### src/hdl/mpsd_pkg.sv
// Purpose: shared constants for the modem preamble, spacing and deviation registers
// Assumes: byte-wide register port, frequency words in units of crystal/2^18
// Notes: offsets are the register addresses of the host port
package mpsd_pkg;
  // ****************************************************************
  // register map
  // ****************************************************************
  localparam logic [5:0] ADDR_PREAMBLE_SPACING_EXP = 6'h13;
  localparam logic [5:0] ADDR_SPACING_MANT = 6'h14;
  localparam logic [5:0] ADDR_DEVIATION = 6'h15;
  localparam int ADDR_W = 6;

  // ****************************************************************
  // field positions
  // ****************************************************************
  localparam int PRE_SEL_LSB = 4;
  localparam int DEV_EXP_LSB = 4;
  localparam int EXP_BIT7 = 7;

  // ****************************************************************
  // reset values
  // ****************************************************************
  localparam logic [2:0] PRE_SEL_RST = 3'h2;
  localparam logic RSV7_RST = 1'h0;
  localparam logic [1:0] CHANNEL_INDEX_STEP_EXP_RST = 2'h2;
  localparam logic [7:0] CHANNEL_INDEX_STEP_MANT_RST = 8'hf8;
  localparam logic [2:0] DEV_EXP_RST = 3'h4;
  localparam logic [2:0] DEV_MANT_RST = 3'h7;

  // ****************************************************************
  // formula offsets
  // ****************************************************************
  localparam logic [8:0] CHANNEL_INDEX_STEP_BASE = 9'h100;
  localparam logic [3:0] DEV_IMPLIED_ONE = 4'h8;

  // ****************************************************************
  // modulation formats
  // ****************************************************************
  typedef enum logic [2:0] {
    MOD_2FSK = 3'b000,
    MOD_GFSK = 3'b001,
    MOD_OOK = 3'b011,
    MOD_4FSK = 3'b100
  } mpsd_mod_t;
endpackage : mpsd_pkg

### src/hdl/mpsd_cfg_if.sv
// Purpose: carries decoded modem settings from register bank to frequency math
// Assumes: single clock domain
// Notes: fields are raw register contents, except devUsed, which is decoded from the modulation format
`timescale 1ns/100ps
`default_nettype none
interface mpsd_cfg_if;
  logic [1:0] chanStepExp;
  logic [7:0] chanStepMant;
  logic [2:0] devExp;
  logic [2:0] devMant;
  logic devUsed;
  modport bank (output chanStepExp, output chanStepMant, output devExp, output devMant,
    output devUsed);
  modport calc (input chanStepExp, input chanStepMant, input devExp, input devMant,
    input devUsed);
endinterface : mpsd_cfg_if
`default_nettype wire

### src/hdl/mpsd_freq_calc.sv
// Purpose: channel spacing, carrier and deviation arithmetic
// Assumes: frequency words in units of crystal/2^18
// Notes: purely combinational, results registered by the caller
`timescale 1ns/100ps
`default_nettype none
module mpsd_freq_calc #(
  parameter int FREQ_W = 32
) (
  mpsd_cfg_if.calc cfg,
  input wire logic [7:0] channelIndex,
  input wire logic [FREQ_W-1:0] baseFreq,
  output logic [11:0] chanStep,
  output logic [11:0] devWord,
  output logic [FREQ_W-1:0] carrierFreq
);
  logic [8:0] stepMant;
  logic [3:0] devMant4;
  logic [19:0] chanOffset;

  // ****************************************************************
  // spacing: (256 + mant) << exp, in crystal/2^18 units
  // ****************************************************************
  always_comb begin
    stepMant = mpsd_pkg::CHANNEL_INDEX_STEP_BASE | {1'b0, cfg.chanStepMant};
    // widen before shifting so the top exponent keeps every mantissa bit
    chanStep = 12'(stepMant) << cfg.chanStepExp;
    chanOffset = 20'(chanStep) * 20'(channelIndex);
    carrierFreq = baseFreq + FREQ_W'(chanOffset);
  end

  // ****************************************************************
  // deviation: (8 + mant) << exp over 2^17, doubled to 2^18 units
  // ****************************************************************
  always_comb begin
    devMant4 = mpsd_pkg::DEV_IMPLIED_ONE | {1'b0, cfg.devMant};
    // ook zeroes the deviation so neither direction sees it
    if (cfg.devUsed) begin
      devWord = 12'({devMant4, 1'b0}) << cfg.devExp;
    end else begin
      devWord = 12'h000;
    end
  end
endmodule : mpsd_freq_calc
`default_nettype wire

### src/hdl/mpsd_modem_cfg.sv
// Purpose: preamble length, channel spacing and deviation register bank
// Assumes: register port already decoded from the serial host port, one access a cycle
// Notes: frequency outputs registered one cycle after their inputs change
`timescale 1ns/100ps
`default_nettype none
// Behaviour
// - preamble minimum from 3-bit code: 2,3,4,6,8,12,16,24 bytes; reset code 2
// - spacing = xtal/2^18 * (256 + mantissa) * 2^exponent
// - carrier = base frequency + spacing * channel index
// - spacing mantissa resets to 248, exponent to 2
// - deviation = xtal/2^17 * (8 + 3-bit mantissa) * 2^exponent
// - fsk transmit: zero symbol below carrier, one symbol above by deviation
// - ook ignores deviation fields for receive and transmit
// - deviation exponent resets to 4, mantissa to 7
// - format code 0 2-fsk, 1 gfsk, 3 ook, 4 4-fsk, others reserved
module mpsd_modem_cfg #(
  parameter int FREQ_W = 32
) (
  input wire logic clk,
  input wire logic rstn,
  input wire logic [mpsd_pkg::ADDR_W-1:0] regAddr,
  input wire logic regWrEn,
  input wire logic [7:0] regWrData,
  output logic [7:0] regRdData,
  output logic regHit,
  input wire logic [2:0] modulationSelect,
  input wire logic [7:0] channelIndex,
  input wire logic [FREQ_W-1:0] baseFreq,
  input wire logic txActive,
  input wire logic txSymbol,
  output logic [4:0] preambleMinBytes,
  output logic [11:0] chanStepWord,
  output logic [11:0] rxDeviationWord,
  output logic [FREQ_W-1:0] carrierFreq,
  output logic [FREQ_W-1:0] txFreq,
  output logic modReserved
);
  // ****************************************************************
  // register state
  // ****************************************************************
  logic [2:0] preSel_reg, preSel_next;
  logic rsv7_reg, rsv7_next;
  logic [1:0] chanStepExp_reg, chanStepExp_next;
  logic [7:0] chanStepMant_reg, chanStepMant_next;
  logic [2:0] devExp_reg, devExp_next;
  logic [2:0] devMant_reg, devMant_next;
  logic [4:0] preBytes_reg, preBytes_next;
  logic [11:0] step_reg, step_next;
  logic [11:0] rxDev_reg, rxDev_next;
  logic [FREQ_W-1:0] carrier_reg, carrier_next;
  logic [FREQ_W-1:0] txFreq_reg, txFreq_next;
  logic reserved_reg, reserved_next;
  logic [11:0] calcStep;
  logic [11:0] calcDev;
  logic [FREQ_W-1:0] calcCarrier;
  mpsd_cfg_if cfgBus();

  // ****************************************************************
  // helpers
  // ****************************************************************
  // preamble code to byte count, table kept in logic to avoid a rom
  function automatic logic [4:0] preamble_bytes(input logic [2:0] code);
    case (code)
      3'h0: preamble_bytes = 5'h02;
      3'h1: preamble_bytes = 5'h03;
      3'h2: preamble_bytes = 5'h04;
      3'h3: preamble_bytes = 5'h06;
      3'h4: preamble_bytes = 5'h08;
      3'h5: preamble_bytes = 5'h0c;
      3'h6: preamble_bytes = 5'h10;
      default: preamble_bytes = 5'h18;
    endcase
  endfunction : preamble_bytes

  // true for the formats that shift the carrier by the deviation
  function automatic logic is_fsk(input logic [2:0] fmt);
    case (fmt)
      mpsd_pkg::MOD_2FSK, mpsd_pkg::MOD_GFSK, mpsd_pkg::MOD_4FSK: is_fsk = 1'b1;
      default: is_fsk = 1'b0;
    endcase
  endfunction : is_fsk

  // ****************************************************************
  // register writes
  // ****************************************************************
  // unused bits are simply never stored, except reserved bit 7 at 0x13, so writes to the others vanish
  always_comb begin
    preSel_next = preSel_reg;
    rsv7_next = rsv7_reg;
    chanStepExp_next = chanStepExp_reg;
    chanStepMant_next = chanStepMant_reg;
    devExp_next = devExp_reg;
    devMant_next = devMant_reg;
    if (regWrEn) begin
      case (regAddr)
        mpsd_pkg::ADDR_PREAMBLE_SPACING_EXP: begin
          rsv7_next = regWrData[mpsd_pkg::EXP_BIT7];
          preSel_next = regWrData[mpsd_pkg::PRE_SEL_LSB +: 3];
          chanStepExp_next = regWrData[1:0];
        end
        mpsd_pkg::ADDR_SPACING_MANT: begin
          chanStepMant_next = regWrData;
        end
        mpsd_pkg::ADDR_DEVIATION: begin
          devExp_next = regWrData[mpsd_pkg::DEV_EXP_LSB +: 3];
          devMant_next = regWrData[2:0];
        end
        default: begin
          preSel_next = preSel_reg;
        end
      endcase
    end
  end

  always_ff @(posedge clk or negedge rstn) begin
    if (!rstn) begin
      preSel_reg <= mpsd_pkg::PRE_SEL_RST;
      rsv7_reg <= mpsd_pkg::RSV7_RST;
      chanStepExp_reg <= mpsd_pkg::CHANNEL_INDEX_STEP_EXP_RST;
      chanStepMant_reg <= mpsd_pkg::CHANNEL_INDEX_STEP_MANT_RST;
      devExp_reg <= mpsd_pkg::DEV_EXP_RST;
      devMant_reg <= mpsd_pkg::DEV_MANT_RST;
    end else begin
      preSel_reg <= preSel_next;
      rsv7_reg <= rsv7_next;
      chanStepExp_reg <= chanStepExp_next;
      chanStepMant_reg <= chanStepMant_next;
      devExp_reg <= devExp_next;
      devMant_reg <= devMant_next;
    end
  end

  // ****************************************************************
  // register reads
  // ****************************************************************
  // combinational read, unmapped addresses return zero with regHit low
  always_comb begin
    regRdData = 8'h00;
    regHit = 1'b1;
    case (regAddr)
      mpsd_pkg::ADDR_PREAMBLE_SPACING_EXP: begin
        regRdData = {rsv7_reg, preSel_reg, 2'b00, chanStepExp_reg};
      end
      mpsd_pkg::ADDR_SPACING_MANT: begin
        regRdData = chanStepMant_reg;
      end
      mpsd_pkg::ADDR_DEVIATION: begin
        regRdData = {1'b0, devExp_reg, 1'b0, devMant_reg};
      end
      default: begin
        regHit = 1'b0;
      end
    endcase
  end

  // ****************************************************************
  // frequency arithmetic
  // ****************************************************************
  assign cfgBus.chanStepExp = chanStepExp_reg;
  assign cfgBus.chanStepMant = chanStepMant_reg;
  assign cfgBus.devExp = devExp_reg;
  assign cfgBus.devMant = devMant_reg;
  assign cfgBus.devUsed = is_fsk(modulationSelect);

  mpsd_freq_calc #(
    .FREQ_W(FREQ_W)
  ) u_calc (
    .cfg(cfgBus),
    .channelIndex(channelIndex),
    .baseFreq(baseFreq),
    .chanStep(calcStep),
    .devWord(calcDev),
    .carrierFreq(calcCarrier)
  );

  // ****************************************************************
  // output staging
  // ****************************************************************
  // one register stage cuts the multiplier path before the synthesizer
  always_comb begin
    preBytes_next = preamble_bytes(preSel_reg);
    step_next = calcStep;
    rxDev_next = calcDev;
    carrier_next = calcCarrier;
    reserved_next = ~is_fsk(modulationSelect) && (modulationSelect != mpsd_pkg::MOD_OOK);
    txFreq_next = calcCarrier;
    if (txActive) begin
      // 4-fsk outer symbols are left to the modulator, only the sign is applied here
      if (txSymbol) begin
        txFreq_next = calcCarrier + FREQ_W'(calcDev);
      end else begin
        txFreq_next = calcCarrier - FREQ_W'(calcDev);
      end
    end
  end

  always_ff @(posedge clk or negedge rstn) begin
    if (!rstn) begin
      preBytes_reg <= 5'h00;
      step_reg <= 12'h000;
      rxDev_reg <= 12'h000;
      carrier_reg <= '0;
      txFreq_reg <= '0;
      reserved_reg <= 1'b0;
    end else begin
      preBytes_reg <= preBytes_next;
      step_reg <= step_next;
      rxDev_reg <= rxDev_next;
      carrier_reg <= carrier_next;
      txFreq_reg <= txFreq_next;
      reserved_reg <= reserved_next;
    end
  end

  assign preambleMinBytes = preBytes_reg;
  assign chanStepWord = step_reg;
  assign rxDeviationWord = rxDev_reg;
  assign carrierFreq = carrier_reg;
  assign txFreq = txFreq_reg;
  assign modReserved = reserved_reg; // flags a reserved format code
endmodule : mpsd_modem_cfg
`default_nettype wire

### config.mk
export PLATFORM = sky130hd
export DESIGN_NAME = mpsd_modem_cfg
export DESIGN_NICKNAME = d
export VERILOG_FILES = /design/src/hdl/mpsd_pkg.sv /design/src/hdl/mpsd_cfg_if.sv /design/src/hdl/mpsd_freq_calc.sv /design/src/hdl/mpsd_modem_cfg.sv
export SDC_FILE = /design/constraint.sdc
export NUM_CORES = 1
export LEC_CHECK = 0
export ABC_AREA = 0
export BUFFER_PORTS_ARGS = -buffer_cell sky130_fd_sc_hd__buf_2
export CORE_MARGIN = 2
export CORE_UTILIZATION = 45
export CTS_BUF_LIST = sky130_fd_sc_hd__clkbuf_8
export CTS_CLUSTER_DIAMETER = 30
export CTS_CLUSTER_SIZE = 12
export DETAILED_ROUTE_END_ITERATION = 10
export PLACE_DENSITY = 0.66
export SLEW_MARGIN = 5
export SYNTH_ARGS = -nofsm -noshare
export SYNTH_HDL_FRONTEND = slang
export SYNTH_SLANG_ARGS = --single-unit
### constraint.sdc
create_clock -name clk -period 9.7 [get_ports clk]
set_clock_uncertainty 0.1 [all_clocks]
set_input_delay 0.485 -clock clk [delete_from_list [all_inputs] [get_ports clk]]
set_output_delay 0.485 -clock clk [all_outputs]
set_load 0.005 [all_outputs]
==> metrics.md, run 1 <==
| Metric | Value |
|---|---|
| Run status | `complete, no violations` |
| Detailed Route WL | `24300 µm` |
| CTS Root Cell | `clkbuf_8` |
| Via count of the first global-routing pass | `between 8000 and 9000` |
| Post-synthesis xor/xnor area fraction | `0.0504` |
| Least-Margin Pin Slew | `just over 0.9 ns` |
| Fillers | `2059` |
| Post-CTS Hold Fix Bufs | `1` |
| Syn nets | `approximately 1300` |
| Main combinational cell family by area after synthesis | `adder cells` |
| Clk buf depth | `2` |
| CTS resizes | `0` |
| Mux contribution to synthesized area | `0.0578` |
| Router iterations before antenna repair | `5` |
| H-tree levels | `3` |
| Max Clk Rate | `between 0.1 and 0.15 GHz` |
| Syn Std Cell Area | `just under 10000 µm²` |
| Crit-path most repeated cell | `fa_1` |
| Synth Area in Compound Gates | `0.131` |
| Post-route DRC violation count | `0` |
| Multi-input logic area | `between 6000 and 7000 µm²` |
| Slowest CP cell | `dfrtp_1` |
| Clock-pin slew on the worst setup and hold paths | `~0.11 ns` |
| Hold Violations, Final | `0` |
| IO buf count | `roughly 160` |
| Via count | `7754` |
| Synth warn | `0` |
| Num rows | `between 50 and 60` |
| Hold slack | `around 0.19 ns` |
| Gr usage total | `0.221` |
| R2r setup slk | `roughly 1.1 ns` |
| RR Endpoint | `txFreq[31]$_DFF_PN0_` |
| Sequential area share after synthesis | `0.285` |
| PwrDens | `between 300 and 400 nW/µm²` |
| Critical Path RT | `9.93 ns` |
| Core outline area | `about 22000 µm²` |
| Chip width | `about 150 µm` |
| Postcts setup bufs | `0` |
| Hold path cells | `2` |
| Slew Viols, Final | `0` |
| Gpl congestion | `approximately 0.92` |
| Commonest cells after routing, fill and taps aside | `buf_2 (162), inv_1 (154), dfrtp_1 (101)` |
| Antenna violations before repair | `0` |
| Initial DRC Count | `approximately 400` |
| Critical Path Source Type | `register` |
| First-pass GRT wire length | `41300 µm` |
| EDFF count, synth | `0` |
| ANT nets after route | `0` |
| Detailed Place HPWL | `roughly 20000 µm` |
| CTS buffer count | `9` |
| Post-synth ARST share | `1.00` |
| RSZ-0062 raised after global routing | `no` |
| Post-Synth Adder-Cell Area | `0.257` |
| Most common cell after layout, fill and taps aside | `buf_2` |
| Sinks on the clock net | `112` |
| Max Cap Viol | `0` |
| Layout Cells excl Fill | `between 1000 and 1500` |
| Boundary Pins | `roughly 170` |
| Reg2reg path depth | `28` |
| Diode count | `0` |
| Predominant post-synthesis flop cell | `dfrtp_1` |
| Layout cells sized above 1 | `0.207` |
| HP Start | `modulationSelect[0]` |
| DIE AREA | `23200 µm²` |
| Avg WL per Cell | `about 17 µm` |
| Vias per cell | `5.27` |
| CTS tree | `built` |
| Hold Path Class | `in -> reg` |
| Grt total ovfl | `0` |
| Yosys reg bits | `112` |
| Worst-skew pair later-pin latency | `roughly 0.40 ns` |
| Final Setup Violations | `0` |
| Crit path DAT | `8.85 ns` |
| Synth Area per Inst | `between 9 and 10 µm²` |
| Pin count of the biggest net entering global routing | `between 60 and 70` |
| Area grow syn2layout | `12.6%` |
| Simple-gate share of the synthesized area | `0.148` |
| Relative slew margins | `0.396` |
| Hold endpoint | `modReserved$_DFF_PN0_` |
| Min Tclk post-route | `around 8.6 ns` |
| Crit end category | `register` |
| Pleak | `between 5 and 6 nW` |
| Post-synth cell types | `73` |
| Starting Density | `0.456` |
| Crit-path max FO | `20` |
| DP Cell Count | `around 1500` |
| Reg-to-Reg Start | `cfgBus.chanStepExp[0]$_DFFE_PN0P_` |
| VDD IR max | `around 0.26 mV` |
| Vert. Die Dim | `152 µm` |
| Max reg flops | `32` |
| Setup CP Type | `reg -> reg` |
| Final total negative setup slack | `0 ns` |
| Fin nets | `roughly 1400` |
| Final period util | `0.888` |
| Register area | `2820 µm²` |
| Crit path largest cell delay | `0.79 ns` |
| Post-Synthesis Cells | `1037` |
report_power, final:
part	switching, W	internal (W)	leakage (nW)
clock network	0.000182	0.0000966	0.0957
logic	0.00189	0.00131	4.39
registers	0.0000644	0.000632	1.35
total	0.00214	0.00204	5.83
worst max-delay path, delay by kind of cell (launching register included):
kind            cells  cell delay [ns]
compound gates     12             3.11
xor+xnor            1             0.19
fa+ha+maj           6             2.77
buf+inv             3             0.15
flops               1             0.79
mux                 2             0.84
simple gates        4             0.60
Yosys cell counts, types with 4 or more instances:
cell,count,area share
clkbuf_1,22,0.0083
mux2_2,33,0.038
dfrtp_1,101,0.26
and3_1,17,0.011
fa_1,79,0.16
nand2b_1,10,0.0063
o21ai_0,36,0.018
nand3_1,9,0.0046
o211ai_1,5,0.0038
mux2i_1,14,0.014
o21bai_1,7,0.0053
or2_2,7,0.0044
a21o_1,22,0.017
inv_1,154,0.058
a211oi_1,9,0.0068
nor2_1,45,0.017
a221oi_1,4,0.0035
o21ai_1,5,0.0025
o21a_1,12,0.0091
dfstp_2,11,0.029
xnor2_1,35,0.031
a21oi_1,56,0.028
ha_1,77,0.097
nor2b_1,7,0.0044
nand2_1,87,0.033
xor2_1,22,0.019
and2_1,60,0.038
nand4_1,8,0.0051
o31ai_1,6,0.0046
nor3_1,14,0.0071
metal layers:
| metal | share of wire | wire, µm | track usage |
|---|---|---|---|
| met1 | 0.47 | 11500 | 0.311 |
| met2 | 0.45 | 11000 | 0.351 |
| met3 | 0.057 | 1380 | 0.0404 |
| met4 | 0.017 | 406 | 0.0628 |
| met5 | 0 | 0 | 0 |
how the worst max path moves through the flow:
stage,start,endpoint,slack (ns),cells past startpoint
CTS,cfgBus.chanStepExp[0]$_DFFE_PN0P_,txFreq[31]$_DFF_PN0_,1.15,28
finish,cfgBus.chanStepExp[0]$_DFFE_PN0P_,txFreq[31]$_DFF_PN0_,1.09,28
global route,cfgBus.chanStepExp[0]$_DFFE_PN0P_,txFreq[31]$_DFF_PN0_,0.46,27
floorplan,cfgBus.chanStepExp[0]$_DFFE_PN0P_,txFreq[30]$_DFF_PN0_,2.01,28
global placement,cfgBus.chanStepExp[0]$_DFFE_PN0P_,txFreq[31]$_DFF_PN0_,1.34,27
detailed placement,cfgBus.chanStepExp[0]$_DFFE_PN0P_,txFreq[31]$_DFF_PN0_,1.18,28
cells by family (layout without fill, tap and decap cells):
family / after synthesis / in the layout
flops: 112 / 112
fa+ha+maj: 156 / 156
other cells: 1 / 1
xor+xnor: 57 / 57
buf+inv: 183 / 336
mux: 50 / 50
compound gates: 194 / 194
simple gates: 284 / 284
per-stage QoR:
stage               setup slack [ns]  area (µm²)  total power [W]  utilization
finish                          1.09       11100          0.00418        0.514
global route                   0.457       11100          0.00461        0.514
CTS                             1.15       11100          0.00419        0.514
detailed placement              1.18       11000          0.00389        0.505
global placement                1.34       11000          0.00386        0.505
floorplan                       2.01        9900          0.00301            -
cell type report:
| class | instances | area share |
|---|---|---|
| clock buffers | 9 | 0.0111 |
| clock inverters | 7 | 0.00472 |
| repair buffers | 166 | 0.0757 |
| multi-input cells | 742 | 0.572 |
| flip-flops and latches | 112 | 0.253 |
| well taps | 280 | 0.0314 |
| inverters | 154 | 0.0519 |
(Power assumes the default switching activity.)
==> run 2, diff against run 1 <==
--- a/config.mk
+++ b/config.mk
@@ -5,7 +5,7 @@
 export SDC_FILE = /design/constraint.sdc
 export NUM_CORES = 1
 export LEC_CHECK = 0
-export ABC_AREA = 0
+export ABC_AREA = 1
 export BUFFER_PORTS_ARGS = -buffer_cell sky130_fd_sc_hd__buf_2
 export CORE_MARGIN = 2
 export CORE_UTILIZATION = 45
==> run 2 against run 1 <==
Global-route usage increased by 2.1 points. First-iteration DRC count increased by 15%. Largest cell class unchanged. Worst setup slack improved by 1.0 ns. Final cell count increased by 16%. Critical path type unchanged.
==> metrics.md, run 2 <==
| Metric | Value |
|---|---|
| R2r setup slk | `2.13 ns (+1.04 ns)` |
| DIE AREA | `23700 µm² (+2.2%)` |
| Post-Synthesis Cells | `1266 (+22%)` |
| Post-CTS Hold Fix Bufs | `1 (unchanged)` |
| Clk buf depth | `2 (unchanged)` |
| Router iterations before antenna repair | `5 (unchanged)` |
| CTS buffer count | `9 (unchanged)` |
| EDFF count, synth | `0 (unchanged)` |
| Vias per cell | `5.05 (-4.2%)` |
| Worst path depth | `29 (+3.6%)` |
| Final period util | `0.781 (-0.107)` |
| H-tree levels | `3 (unchanged)` |
| Leading area contributor after synthesis | `dfrtp_1` |
| Initial DRC Count | `471 (+15%)` |
| Gr usage total | `0.242 (+0.0209)` |
| Pin count of the biggest net entering global routing | `73 (+7.4%)` |
| Reg-to-Reg Start | `cfgBus.chanStepExp[1]$_DFFE_PN1P_` |
| Setup CP Type | `reg -> reg` |
| Crit path largest cell delay | `0.69 ns (-0.10 ns)` |
| Register area | `2820 µm² (unchanged)` |
| Most common cell after layout, fill and taps aside | `nand2_1` |
| Hold path cells | `2 (unchanged)` |
| Commonest cells after routing, fill and taps aside | `nand2_1 (276), inv_1 (234), buf_2 (162)` |
| Post-synth cell types | `56 (-23%)` |
| Crit path DAT | `7.80 ns (-1.05 ns)` |
| Starting Density | `0.461 (+0.00435)` |
| Slowest CP cell | `dfstp_2` |
| Critical Path Source Type | `register` |
| Via count of the first global-routing pass | `8908 (+11%)` |
| Reg2reg path depth | `29 (+3.6%)` |
| Synth top area cells | `dfrtp_1 (25%), fa_1 (16%), nand2_1 (10%)` |
| Area grow syn2layout | `13.0%` |
| Multi-input logic area | `6270 µm² (-1.7%)` |
| Postcts setup bufs | `0 (unchanged)` |
| Synth Area per Inst | `7.99 µm² (-16%)` |
| Sequential area share after synthesis | `0.278 (-0.00616)` |
| Hold slack | `0.147 ns (-0.0380 ns)` |
| Chip width | `154 µm (+1.1%)` |
| Num rows | `54 (unchanged)` |
| RSZ-0062 raised after global routing | `no` |
| Hold Violations, Final | `0 (unchanged)` |
| Slew Viols, Final | `0 (unchanged)` |
| Relative slew margins | `0.394 (-0.00156)` |
| Fillers | `2170 (+5.4%)` |
| Detailed Place HPWL | `22100 µm (+13%)` |
| End point of the critical path | `txFreq[27]$_DFF_PN0_` |
| ANT nets after route | `0 (unchanged)` |
| Syn nets | `1484 (+18%)` |
| Final Setup Violations | `0 (unchanged)` |
| Synth top cells by count | `nand2_1 (276), inv_1 (234), nor2_1 (115), dfrtp_1 (101), fa_1 (79)` |
| M1 GR Usage | `0.337 (+0.0262)` |
| Min Tclk post-route | `7.57 ns (-1.04 ns)` |
| Worst-skew pair later-pin latency | `0.43 ns (+0.03 ns)` |
| Boundary Pins | `165 (unchanged)` |
| CP top delay family | `adder cells` |
| Max Cap Viol | `0 (unchanged)` |
| CTS resizes | `0 (unchanged)` |
| Top cell type's share of synthesized area | `0.250 (-0.00553)` |
| Clock-pin slew on the worst setup and hold paths | `0.13 ns (+0.02 ns)` |
| Predominant post-synthesis flop cell | `dfrtp_1` |
| Avg WL per Cell | `15.6 µm (-6.0%)` |
| CP bufs+invs | `5 (+2)` |
| RR Endpoint | `txFreq[27]$_DFF_PN0_` |
| Least-Margin Pin Slew | `0.909 ns (+0.00429 ns)` |
| Vert. Die Dim | `154 µm (+1.1%)` |
| First-pass GRT wire length | `45500 µm (+10%)` |
| Hold Path Class | `in -> reg` |
| Crit-path max FO | `14 (-30%)` |
| M2 GR Usage | `0.405 (+0.0533)` |
| CTS tree | `built` |
| Max Clk Rate | `0.132 GHz (+14%)` |
| CTS Root Cell | `clkbuf_8` |
| Layout cells sized above 1 | `0.188 (-0.0192)` |
| Antenna violations before repair | `0 (unchanged)` |
| Fin nets | `1642 (+17%)` |
| Post-route DRC violation count | `0 (unchanged)` |
| IO buf count | `163 (unchanged)` |
| Met3 GRT Util | `0.0321 (-0.00826)` |
| Run status | `complete, no violations` |
| Final total negative setup slack | `0 ns (unchanged)` |
| Crit end category | `register` |
| Top-count cell post-synth | `nand2_1` |
| Critical Path RT | `9.93 ns (about the same)` |
| Syn Std Cell Area | `10100 µm² (+2.2%)` |
| Gpl congestion | `0.963 (+5.0%)` |
| Post-synth ARST share | `1.00 (unchanged)` |
| Grt total ovfl | `0 (unchanged)` |
| Synth warn | `0 (unchanged)` |
| Via count | `8642 (+11%)` |
| Worst Setup SP | `cfgBus.chanStepExp[1]$_DFFE_PN1P_` |
| Detailed Route WL | `26600 µm (+9.3%)` |
| Sinks on the clock net | `112 (unchanged)` |
| Core outline area | `22000 µm² (+1.2%)` |
| Max reg flops | `32 (unchanged)` |
| Busiest metal layer after global routing | `met2` |
| Yosys reg bits | `112 (unchanged)` |
==> run 2: changes by cell type after synthesis, moves of 19 or more <==
cell     delta
and2_1     -57
inv_1      +80
mux2_2     -33
nand2_1   +189
nand3_1    +19
nor2_1     +70
o21ai_0    +29
xnor2_1    -20
==> run 2: worst min-delay path by stage <==
stage	endpoint	slack, ns	start
detailed placement	cfgBus.chanStepMant[2]$_DFFE_PN0P_	0.38	cfgBus.chanStepMant[2]$_DFFE_PN0P_
CTS	modReserved$_DFF_PN0_	0.13	modulationSelect[0]
global route	modReserved$_DFF_PN0_	0.14	modulationSelect[0]
global placement	rsv7_reg$_DFFE_PN0P_	0.37	rsv7_reg$_DFFE_PN0P_
floorplan	carrierFreq[10]$_DFF_PN0_	0.09	rstn
finish	modReserved$_DFF_PN0_	0.15	modulationSelect[0]
==> run 2: metrics by stage <==
stage,utilization,cells,worst slack (ns),instance area [µm²]
global route,0.520,1709,1.52,11400
CTS,0.520,1709,2.14,11400
finish,0.521,1710,2.13,11400
detailed placement,0.511,1692,2.16,11200
floorplan,-,1266,3.23,10100
global placement,0.511,1692,2.25,11200
==> run 2: worst reg2reg max path, delay by kind of cell, from the launching register on <==
family	cells	cell delay [ns]
fa+ha+maj	6	2.60
compound gates	11	2.53
simple gates	7	0.91
flops	1	0.69
buf+inv	5	0.65
==> run 2: per-layer routing <==
metal	share of wire	vias up
met1	0.48	4120
li1	-	4262
met4	0.014	0
met5	0	-
met2	0.46	228
met3	0.048	32
==> run 2: layout make-up <==
cell class / count / share of cell area
repair buffers: 166 / 0.0738
clock buffers: 9 / 0.0108
diodes: 1 / 0.000219
inverters: 251 / 0.0826
multi-input cells: 884 / 0.548
clock inverters: 7 / 0.00701
flip-flops and latches: 112 / 0.246
well taps: 280 / 0.0306
==> run 2: cell families (layout without fill, tap and decap cells) <==
family / after synthesis / count (layout) / share of synthesized area
other: 1 / 2 / 0.000371
AOI/OAI and AO/OA: 181 / 181 / 0.104
DFF: 112 / 112 / 0.278
adders and majority gates: 156 / 156 / 0.252
muxes: 1 / 1 / 0.000989
and+or+nand+nor: 495 / 495 / 0.218
xor gates and xnor gates: 50 / 50 / 0.0448
buffers and inverters: 270 / 433 / 0.102
Power of run 2 is not shown: default switching activity piles up to over one toggle a cycle in this logic, so the estimate is an artifact.
